==> src/design/agc_pkg.sv <==
// constants shared by the gain step controller
package agc_pkg;
  // level and gain units are half-dB steps, signed
  localparam int LVL_W = 8;
  localparam int TMR_W = 24;
  localparam int RATIO_W = 2;
  // pivot of the compression curve: 10 dBV in half-dB units
  localparam logic signed [7:0] PIVOT_LVL = 8'sh14;
  // reset value of the gain register (half-dB units)
  localparam logic signed [7:0] GAIN_RST = 8'sh00;
  // timer reset value
  localparam logic [23:0] TMR_RST = 24'h000000;
  // compression ratio codes: 1:1, 2:1, 4:1, 8:1 (shift amount)
  typedef enum logic [1:0] {
    RATIO_1, RATIO_2, RATIO_4, RATIO_8
  } ratio_t;
  // kind of the previous gain change
  typedef enum logic [1:0] {
    CHG_NONE, CHG_DOWN, CHG_UP
  } chg_t;
endpackage

==> src/design/agc_gain_step_controller.sv <==
// automatic gain step sequencer for a programmable gain stage
`timescale 1ns/100ps
`default_nettype none
module agc_gain_step_controller #(
  parameter int LVL_W = agc_pkg::LVL_W,
  parameter int TMR_W = agc_pkg::TMR_W
) (
  input wire logic ref_clk,
  input wire logic rst,
  input wire logic agcEnable,
  input wire logic shutdown,
  input wire logic holdEnable,
  input wire logic signed [LVL_W-1:0] envLevel,
  input wire logic signed [LVL_W-1:0] limiterLevel,
  input wire logic [1:0] ratio,
  input wire logic signed [LVL_W-1:0] noiseGate,
  input wire logic signed [LVL_W-1:0] maxGain,
  input wire logic signed [LVL_W-1:0] fixedGain,
  input wire logic [TMR_W-1:0] attackCycles,
  input wire logic [TMR_W-1:0] releaseCycles,
  input wire logic [TMR_W-1:0] holdCycles,
  output logic signed [LVL_W-1:0] gain,
  output logic gainUp,
  output logic gainDown
);

  ////////////////////////////////////////////////////////////////////////
  // saturating clamp of a wide value to the level width
  function automatic logic signed [LVL_W-1:0] clampLvl(
    input logic signed [LVL_W+3:0] v
  );
    logic signed [LVL_W+3:0] hi;
    logic signed [LVL_W+3:0] lo;
    hi = (LVL_W+4)'((1 <<< (LVL_W-1)) - 1);
    lo = -hi - (LVL_W+4)'(1);
    if (v > hi) begin
      return hi[LVL_W-1:0];
    end else if (v < lo) begin
      return lo[LVL_W-1:0];
    end
    return v[LVL_W-1:0];
  endfunction

  ////////////////////////////////////////////////////////////////////////
  // state
  logic signed [LVL_W-1:0] gain_q, gain_d;
  logic [TMR_W-1:0] tmr_q, tmr_d;
  agc_pkg::chg_t last_q, last_d;
  logic up_q, up_d;
  logic down_q, down_d;
  logic active_q, active_d;

  // extended copies for arithmetic
  logic signed [LVL_W+3:0] envX, limX, fixX, maxX, pivX, drop, target;
  logic signed [LVL_W+3:0] outLvl;
  logic signed [LVL_W-1:0] targetGain;
  logic attackDone, releaseDone, gateOpen, wantDown, wantUp;
  logic [TMR_W-1:0] upWait;

  ////////////////////////////////////////////////////////////////////////
  // desired gain from the compression curve and the limiter
  always_comb begin
    envX = (LVL_W+4)'(envLevel);
    limX = (LVL_W+4)'(limiterLevel);
    fixX = (LVL_W+4)'(fixedGain);
    maxX = (LVL_W+4)'(maxGain);
    pivX = (LVL_W+4)'(agc_pkg::PIVOT_LVL);
    // level below the pivot; compression adds (1-1/r) of it
    drop = pivX - envX;
    if (drop < 0) begin
      drop = '0;
    end
    target = fixX + drop - (drop >>> ratio);
    // cap at maximum gain
    if (target > maxX) begin
      target = maxX;
    end
    // limiter takes precedence: output may not exceed limiter level
    outLvl = envX + target;
    if (outLvl > limX) begin
      target = limX - envX;
    end
    targetGain = clampLvl(target);
  end

  ////////////////////////////////////////////////////////////////////////
  // step permission
  always_comb begin
    gateOpen = (envLevel > noiseGate);
    attackDone = (tmr_q >= attackCycles);
    // hold replaces release only right after a decrement
    if (holdEnable && last_q == agc_pkg::CHG_DOWN &&
        holdCycles > releaseCycles) begin
      upWait = holdCycles;
    end else begin
      upWait = releaseCycles;
    end
    releaseDone = (tmr_q >= upWait);
    wantDown = (envX + (LVL_W+4)'(gain_q) > limX) ||
               (targetGain < gain_q);
    wantUp = (targetGain > gain_q) && (gain_q < maxGain);
  end

  ////////////////////////////////////////////////////////////////////////
  // next state: one half-dB step per permitted edge
  always_comb begin
    gain_d = gain_q;
    tmr_d = tmr_q;
    last_d = last_q;
    up_d = 1'b0;
    down_d = 1'b0;
    active_d = agcEnable && !shutdown;
    if (!active_d || !active_q) begin
      // disabled, shut down or just re-enabled: fixed gain
      gain_d = fixedGain;
      tmr_d = agc_pkg::TMR_RST;
      last_d = agc_pkg::CHG_NONE;
    end else begin
      if (tmr_q != '1) begin
        tmr_d = tmr_q + TMR_W'(1);
      end
      if (gateOpen) begin
        if (wantDown && attackDone) begin
          gain_d = gain_q - LVL_W'(1);
          down_d = 1'b1;
          last_d = agc_pkg::CHG_DOWN;
          tmr_d = agc_pkg::TMR_RST;
        end else if (!wantDown && wantUp && releaseDone) begin
          gain_d = gain_q + LVL_W'(1);
          up_d = 1'b1;
          last_d = agc_pkg::CHG_UP;
          tmr_d = agc_pkg::TMR_RST;
        end
      end
    end
  end

  ////////////////////////////////////////////////////////////////////////
  // registers
  always_ff @(posedge ref_clk or posedge rst) begin
    if (rst) begin
      gain_q <= agc_pkg::GAIN_RST;
      tmr_q <= agc_pkg::TMR_RST;
      last_q <= agc_pkg::CHG_NONE;
      up_q <= 1'b0;
      down_q <= 1'b0;
      active_q <= 1'b0;
    end else begin
      gain_q <= gain_d;
      tmr_q <= tmr_d;
      last_q <= last_d;
      up_q <= up_d;
      down_q <= down_d;
      active_q <= active_d;
    end
  end

  assign gain = gain_q;
  assign gainUp = up_q;
  assign gainDown = down_q;

endmodule // agc_gain_step_controller
`default_nettype wire

==> config.mk <==
export PLATFORM = sky130hd
export DESIGN_NAME = agc_gain_step_controller
export DESIGN_NICKNAME = d
export VERILOG_FILES = /design/src/design/agc_pkg.sv /design/src/design/agc_gain_step_controller.sv
export SDC_FILE = /design/constraint.sdc
export NUM_CORES = 1
export LEC_CHECK = 0
export BUFFER_PORTS_ARGS = -buffer_cell sky130_fd_sc_hd__buf_2
export CAP_MARGIN = 30
export CORE_MARGIN = 3
export CORE_UTILIZATION = 64
export DETAILED_ROUTE_END_ITERATION = 7
export PLACE_DENSITY = 0.86
export SETUP_SLACK_MARGIN = 0.2
export SYNTH_ARGS = -nofsm -noshare
export SYNTH_HDL_FRONTEND = slang
export SYNTH_SLANG_ARGS = --single-unit
==> constraint.sdc <==
create_clock -name ref_clk -period 13.3 [get_ports ref_clk]
set_input_delay 1.33 -clock ref_clk [delete_from_list [all_inputs] [get_ports ref_clk]]
set_output_delay 1.33 -clock ref_clk [all_outputs]
set_load 0.1 [all_outputs]
==> reports/results.md, run 1 <==
| Result | This run |
|---|---|
| Power consumption | 1.10 mW |
| Routed wire length | 21.0 mm |
| Fraction of registers with async set or reset after synthesis | 100% |
| Setup clock skew after layout | 7.71 ps |
| Via/cell ratio | 6.03 |
| Setup violation total in the final timing report | 0 |
| Most used cell along the critical path | sky130_fd_sc_hd__ha_1 |
| Critical path's slowest cell | sky130_fd_sc_hd__a2111oi_0 |
| Combined area of the multi-input logic cells | 6390 sq um |
| Fin nets | 1438 |
| GRT Resource Usage Total | 29.6% |
| Hold Slack | 528 ps |
| Final Slew Violations | 0 |
| Antenna violations before repair | 0 |
| Status | finished clean |
| Largest incremental delay on the critical path | 540 ps |
| Area share of the largest cell type after synthesis | 27.8% |
| Post-route fraction of the period consumed by the critical path | 93.5% |
| Critical path launch point type | input port |
| First-pass GRT wire length | 32.6 mm |
| Cells after Synth | 992 |
| Max Fanout on Critical Path | 10 |
| Count of distinct cell types in the synthesized netlist | 73 |
| Main area contributors after synthesis | sky130_fd_sc_hd__ha_1, sky130_fd_sc_hd__dfrtp_1, sky130_fd_sc_hd__inv_1 |
| Register bit total from synthesis | 37 |
| Average routed wire per standard cell | 16.4 microns |
| CORE AREA | 11700 sq um |
| Max-slew headroom | 54.8% |
| Half-perimeter wire length after placement | 17.1 mm |
| Critical path start-end classification | input port to flop |
| Primary FF master, synth | sky130_fd_sc_hd__dfrtp_1 |
| Total via count after detailed routing | 7701 |
| Post-synth net total | 1297 |
| Transition at the pin with the smallest max-transition slack | 677 ps |
| Clock Tree Root | sky130_fd_sc_hd__clkbuf_16 |
| Row Count | 39 |
| Sequential fraction of the synthesis area | 11.8% |
| Largest area contributor in the synthesized netlist | sky130_fd_sc_hd__ha_1 |
| Final non-filler cell total | 1277 |
| Maximum number of pins on one net before global-route repair | 38 |
| I/O pins | 129 |
| Worst Path Arrival | 12600 ps |
| Antenna cells | 0 |
| Die extent in x | 117 microns |
| Highest attainable clock frequency | 80.5 MHz |
| Maximum resistive drop on vdd | 172 uV |
| H-tree level count | 2 |
| Endpoints failing hold | 0 |
| Leakage power of the design | 4.65 nW |
| Initial standard-cell utilization of the core | 67.1% |
| Commonest cells in the netlist | sky130_fd_sc_hd__ha_1, sky130_fd_sc_hd__inv_1, sky130_fd_sc_hd__nor2_1 |
| Clock tree from TritonCTS | yes |
| Antenna Violating Nets Remaining | 0 |
| Area of the mapped netlist | 7820 sq um |
| Via count of the first global-routing pass | 7208 |
| Cell with the most instances after synthesis | sky130_fd_sc_hd__ha_1 |
| Overall die height | 117 microns |
| Drt drc | 0 |
| Die footprint | 13600 sq um |
| DRT Pass-1 Iters | 6 |
| Number of maximum-capacitance violations | 0 |
| Count of placed standard cells including taps | 1252 |
| Power per Cell Area | 123 nW/um^2 |
| Clock-pin slew of the registers on the worst-case setup and hold paths | 60 ps |
| Shortest clock period the worst path allows after layout | 12430 ps |
| Post-synth EDFFs | 0 |
| Insertion delay of the later-clocked pin in the worst-skew pair | 290 ps |
| Global placer's final weighted congestion | 1.01 |
| Fillers | 873 |
| Number of input and output port buffers inserted | 128 |
| GR Overflow Total | 0 |
| Utilization of the core after routing | 76.8% |
| CP Capture Type | flop |
| Worst Hold Class | flop to flop |
| Data required time of the critical path | 13470 ps |
| First-iteration detailed-routing DRC count | 423 |
| Number of clock sinks seen by CTS | 37 |
| Pre-CTS WS | 97.3 ps |
| TritonCTS Buffers | 5 |
| Share of post-route cells with drive strength above 1 | 16.9% |
| Area growth from synthesis to layout | 14.4% |
| Sequential cell area | 926 sq um |
| Synthesis warning total | 0 |
| Post-synthesis area per instance | 7.89 sq um |
| Clock tree buffer depth | 2 |
| Final setup slack of the worst path | 871 ps |
==> routing by layer <==
layer | vias to the layer above | track usage (%) | share of wire, % | wire length [microns]
met5 | - | 0 | 0 | 0
met4 | 0 | 11.0 | 3.6 | 748
met3 | 64 | 1.97 | 6.1 | 1280
met2 | 306 | 54.2 | 49 | 10300
met1 | 3487 | 36.2 | 41 | 8700
li1 | 3844 | - | - | -
==> critical path: cells and delay by family <==
| kind | cells | cell delay, ps |
|---|---|---|
| multiplexers | 4 | 880 |
| AO/OA/AOI/OAI | 22 | 5340 |
| AND/OR/NAND/NOR | 12 | 1910 |
| adder cells (fa/ha/maj) | 8 | 2570 |
| buffers and inverters | 4 | 560 |
==> stage by stage <==
step | setup TNS, ps | area [sq um]
floorplan | 0 | 7820
finish | 0 | 8950
global route | -155 | 8950
global placement | 0 | 8590
CTS | 0 | 8740
detailed placement | 0 | 8590
==> repair_timing <==
item	CTS	global route
endpoints found under the setup margin	0	32
hold buffers	0	0
resized for setup	0	19
setup buffers	0	16
hold endpoints to repair	0	0
==> kinds of logic after synthesis <==
logic type                 after synthesis  synth area share [%]
AOI/OAI and AO/OA                      232                  20.3
xor gates and xnor gates                52                  5.82
adders and majority gates              186                  30.9
buffers and inverters                  153                  7.63
DFF                                     37                  11.8
muxes                                   37                  4.85
and+or+nand+nor                        295                  18.6
==> cells in the final DEF, fill, tap and decap left out, types with 10 or more instances in the layout <==
cell                       count
sky130_fd_sc_hd__ha_1        173
sky130_fd_sc_hd__inv_1       139
sky130_fd_sc_hd__buf_2       128
sky130_fd_sc_hd__nor2_1       89
sky130_fd_sc_hd__a21oi_1      64
sky130_fd_sc_hd__nand2_1      63
sky130_fd_sc_hd__o21ai_0      41
sky130_fd_sc_hd__dfrtp_1      37
sky130_fd_sc_hd__mux2i_1      30
sky130_fd_sc_hd__xnor2_1      30
sky130_fd_sc_hd__nand4_1      29
sky130_fd_sc_hd__nand3_1      28
sky130_fd_sc_hd__xor2_1       22
sky130_fd_sc_hd__a21o_1       20
sky130_fd_sc_hd__nor2b_1      19
sky130_fd_sc_hd__o211ai_1     18
sky130_fd_sc_hd__buf_4        18
sky130_fd_sc_hd__nor3_1       17
sky130_fd_sc_hd__a211oi_1     12
sky130_fd_sc_hd__nand2b_1     12
sky130_fd_sc_hd__fa_1         12
sky130_fd_sc_hd__o21a_1       10
==> report_power, final <==
group / switching [mW] / internal, mW
Sequential: 0.00453 / 0.114
Combinational: 0.487 / 0.369
Clock: 0.0490 / 0.0746
==> cell type report <==
type	instances	area share, %
multi-input cells	803	71.4
flip-flops and latches	37	10.3
repair buffers	146	8.66
inverters	140	5.91
well taps	143	2.00
clock buffers	6	1.55
clock inverters	2	0.154
==> path summary, 6_finish.rpt <==
check,from,slack (ps),to,cells after the start
min in group asynchronous,rst,1150,gain[3]$_DFFE_PP0P_,3
worst min-delay path,last_q[0]$_DFFE_PP0P_,530,last_q[0]$_DFFE_PP0P_,2
worst min register to register,last_q[0]$_DFFE_PP0P_,530,last_q[0]$_DFFE_PP0P_,2
worst max register to register,gain[0]$_DFFE_PP0P_,8270,gain[7]$_DFFE_PP0P_,22
max in group asynchronous,rst,11800,tmr_q[15]$_DFF_PP0_,3
worst max-delay path,envLevel[1],870,gain[7]$_DFFE_PP0P_,50
==> registers in the layout, indices dropped and copies added (netlist names) <==
signal    cells
active_q      1
tmr_q        24
last_q        2
gainDown      1
gainUp        1
gain          8
(Power assumes the default switching activity.)
==> inputs of run 2 (changes only) <==
Settings changed: ABC_AREA set to 1.
==> run 2 against run 1 <==
Compared with the run above: register-to-register slack gained 110 ps; wire length increased by 3.4%; core utilization decreased by 2.2 points; hold slack got worse by 48 ps; combinational power increased by 13%; global-route usage is 0.73 points higher; worst setup slack better by 420 ps; sequential share of layout area fell by 0.17 points; largest cell class unchanged; synthesized cell count up 25%.
==> reports/results.md, run 2 <==
| Result | This run |
|---|---|
| Startpoint of the tightest hold check path | last_q[0]$_DFFE_PP0P_ |
| Insertion delay of the later-clocked pin in the worst-skew pair | 280 ps |
| Post-synth net total | 1546 |
| Leakage power of the design | 5.23 nW |
| Area share of the largest cell type after synthesis | 26.8% |
| Final design instance area without fill | 9100 sq um |
| Critical path's slowest cell | sky130_fd_sc_hd__fa_1 |
| Reg2reg start | gain[0]$_DFFE_PP0P_ |
| Number of input and output port buffers inserted | 128 |
| Area of the mapped netlist | 8140 sq um |
| First-iteration detailed-routing DRC count | 549 |
| Setup violation total in the final timing report | 0 |
| Row Count | 40 |
| Antenna Violating Nets Remaining | 0 |
| Via/cell ratio | 5.57 |
| Global Route met3 Usage | 3.11% |
| Routed wire length | 21.7 mm |
| Initial standard-cell utilization of the core | 66.6% |
| Via count of the first global-routing pass | 8228 |
| Endpoints failing hold | 0 |
| GRT Resource Usage Total | 30.3% |
| Largest incremental delay on the critical path | 540 ps |
| Count of cells resized by post-cts repair | 0 |
| Area growth from synthesis to layout | 11.9% |
| Register bit total from synthesis | 37 |
| Buffer count from post-CTS setup fixing | 0 |
| Worst Path Arrival | 12220 ps |
| Critical path start-end classification | input port to flop |
| Hold Slack | 480 ps |
| Share of post-route cells with drive strength above 1 | 12.7% |
| H-tree level count | 2 |
| Largest area contributor in the synthesized netlist | sky130_fd_sc_hd__ha_1 |
| Final setup slack of the worst path | 1290 ps |
| Antenna cells | 0 |
| Number of maximum-capacitance violations | 0 |
| Power per Cell Area | 133 nW/um^2 |
| Commonest non-fill, non-tap cells in the layout | sky130_fd_sc_hd__nand2_1, sky130_fd_sc_hd__inv_1, sky130_fd_sc_hd__ha_1, sky130_fd_sc_hd__buf_2, sky130_fd_sc_hd__a21oi_1 |
| Highest attainable clock frequency | 83.3 MHz |
| Post-synth EDFFs | 0 |
| Unrepaired setup endpoints after global routing | false |
| Fillers | 1044 |
| Die footprint | 14100 sq um |
| Average routed wire per standard cell | 14.1 microns |
| Status | finished clean |
| Global placer's final weighted congestion | 0.950 |
| Die extent in x | 119 microns |
| Fraction of registers with async set or reset after synthesis | 100% |
| DRT Pass-1 Iters | 5 |
| Overall die height | 119 microns |
| Power consumption | 1.21 mW |
| Transition at the pin with the smallest max-transition slack | 801 ps |
| Max-slew headroom | 46.5% |
| Pre-CTS WS | 1110 ps |
| Most frequent standard cell in the layout excluding fill and tap cells | sky130_fd_sc_hd__nand2_1 |
| Commonest cells in the netlist | sky130_fd_sc_hd__nand2_1, sky130_fd_sc_hd__inv_1, sky130_fd_sc_hd__ha_1 |
| Worst Hold Class | flop to flop |
| CTS hold repair buffers | 0 |
| End of the worst register-to-register path | gain[7]$_DFFE_PP0P_ |
| Post-synthesis area per instance | 6.56 sq um |
| Worst Hold Path EP | last_q[0]$_DFFE_PP0P_ |
| CP Capture Type | flop |
| Main area contributors after synthesis | sky130_fd_sc_hd__ha_1, sky130_fd_sc_hd__nand2_1, sky130_fd_sc_hd__dfrtp_1 |
| Top register by number of flip-flops | tmr_q |
| GR Overflow Total | 0 |
| Cells after Synth | 1241 |
| Number of instances on the worst hold path | 2 |
| Global-route met2 utilization | 57.5% |
| Clock tree buffer depth | 2 |
| Register-to-register path setup slack | 8380 ps |
| Synthesis warning total | 0 |
| I/O pins | 129 |
| Maximum resistive drop on vdd | 160 uV |
| Most used cell along the critical path | sky130_fd_sc_hd__nand2_1 |
| Post-DP Area | 8950 sq um |
| Layer carrying the most global-route usage | met2 |
| Total via count after detailed routing | 8555 |
| Clock tree from TritonCTS | yes |
| Top cell family by delay on the critical path | simple AND/OR/NAND/NOR gates |
| Antenna violations before repair | 0 |
| Sequential fraction of the synthesis area | 11.4% |
| Final Slew Violations | 0 |
| Fin nets | 1672 |
| Data required time of the critical path | 13510 ps |
| Global-route track usage on met1 | 33.9% |
| Cell with the most instances after synthesis | sky130_fd_sc_hd__nand2_1 |
| Accumulated negative setup slack | 0 ps |
| Drt drc | 0 |
| Max Fanout on Critical Path | 11 |
| Post-route fraction of the period consumed by the critical path | 90.3% |
| CORE AREA | 12200 sq um |
| Maximum number of pins on one net before global-route repair | 38 |
| Clock-pin slew of the registers on the worst-case setup and hold paths | 60 ps |
| TritonCTS Buffers | 5 |
| First-pass GRT wire length | 35.8 mm |
| Half-perimeter wire length after placement | 18.7 mm |
| Setup clock skew after layout | 4.60 ps |
| Number of cell instances on the worst register-to-register path | 29 |
| Primary FF master, synth | sky130_fd_sc_hd__dfrtp_1 |
| Number of clock sinks seen by CTS | 37 |
| Shortest clock period the worst path allows after layout | 12010 ps |
| Count of distinct cell types in the synthesized netlist | 48 |
| Largest register FFs | 24 |
| Number of buffers and inverters on the critical path | 10 |
| Critical path launch point type | input port |
| Clock Tree Root | sky130_fd_sc_hd__clkbuf_16 |
==> run 2: changes by cell type after synthesis, sizes merged, moves of 14 or more <==
cell	delta
a21o	-19
a21oi	+52
inv	+82
mux2i	-27
nand2	+232
nand3	+19
nor2b	-20
o211ai	-14
o21ai	+51
xnor2	-19
xor2	+16
==> run 2: worst max path at each step <==
stage                start                   to  slack (ps)  cells after the start
3_3_place_gp   envLevel[1]  gain[7]$_DFFE_PP0P_        1560                     71
6_report       envLevel[1]  gain[7]$_DFFE_PP0P_        1290                     73
2_1_floorplan  envLevel[1]  gain[7]$_DFFE_PP0P_        2550                     71
4_1_cts        envLevel[1]  gain[7]$_DFFE_PP0P_        1350                     71
5_1_grt        envLevel[1]  gain[6]$_DFFE_PP0P_         230                     71
3_5_place_dp   envLevel[1]  gain[7]$_DFFE_PP0P_        1110                     71
==> run 2: per-stage QoR <==
stage,instances,utilization (%)
detailed placement,1528,73.3
finish,1535,74.5
floorplan,1241,-
CTS,1535,74.5
global route,1535,74.5
global placement,1527,73.2
==> run 2: cell families after synthesis <==
family	synth area share (%)
xor gates and xnor gates	5.27
and+or+nand+nor	26.3
buffers and inverters	11.0
DFF	11.4
muxes	0.369
adders and majority gates	29.7
AOI/OAI and AO/OA	15.9
==> run 2: power breakdown <==
group	internal (mW)	leakage, nW	total [mW]	switching [mW]
logic	0.362	4.66	0.968	0.605
clock network	0.0734	0.0690	0.117	0.0440
registers	0.115	0.498	0.122	0.00678
total	0.551	5.23	1.21	0.656
==> run 2: final cells by class <==
cell class	instances	area, sq um	area share, %
multi-input combinational	970	6320	69.4
timing repair buffer	130	663	7.29
clock buffer	6	139	1.53
inverter	223	837	9.20
clock inverter	1	7.51	0.0825
tap	168	210	2.31
sequential	37	926	10.2
==> run 2: layer usage <==
metal	up-vias	part of all wire, %
met5	-	0
met4	0	4.5
met3	75	4.6
met2	268	51
met1	3867	40
li1	4345	-
==> run 2: worst register-to-register path, delay by kind of cell (launching register included) <==
family / cells / cell delay, ps
DFF: 1 / 490
buffers and inverters: 2 / 310
and+or+nand+nor: 17 / 1570
AOI/OAI and AO/OA: 4 / 760
xor gates and xnor gates: 2 / 390
adders and majority gates: 4 / 1330
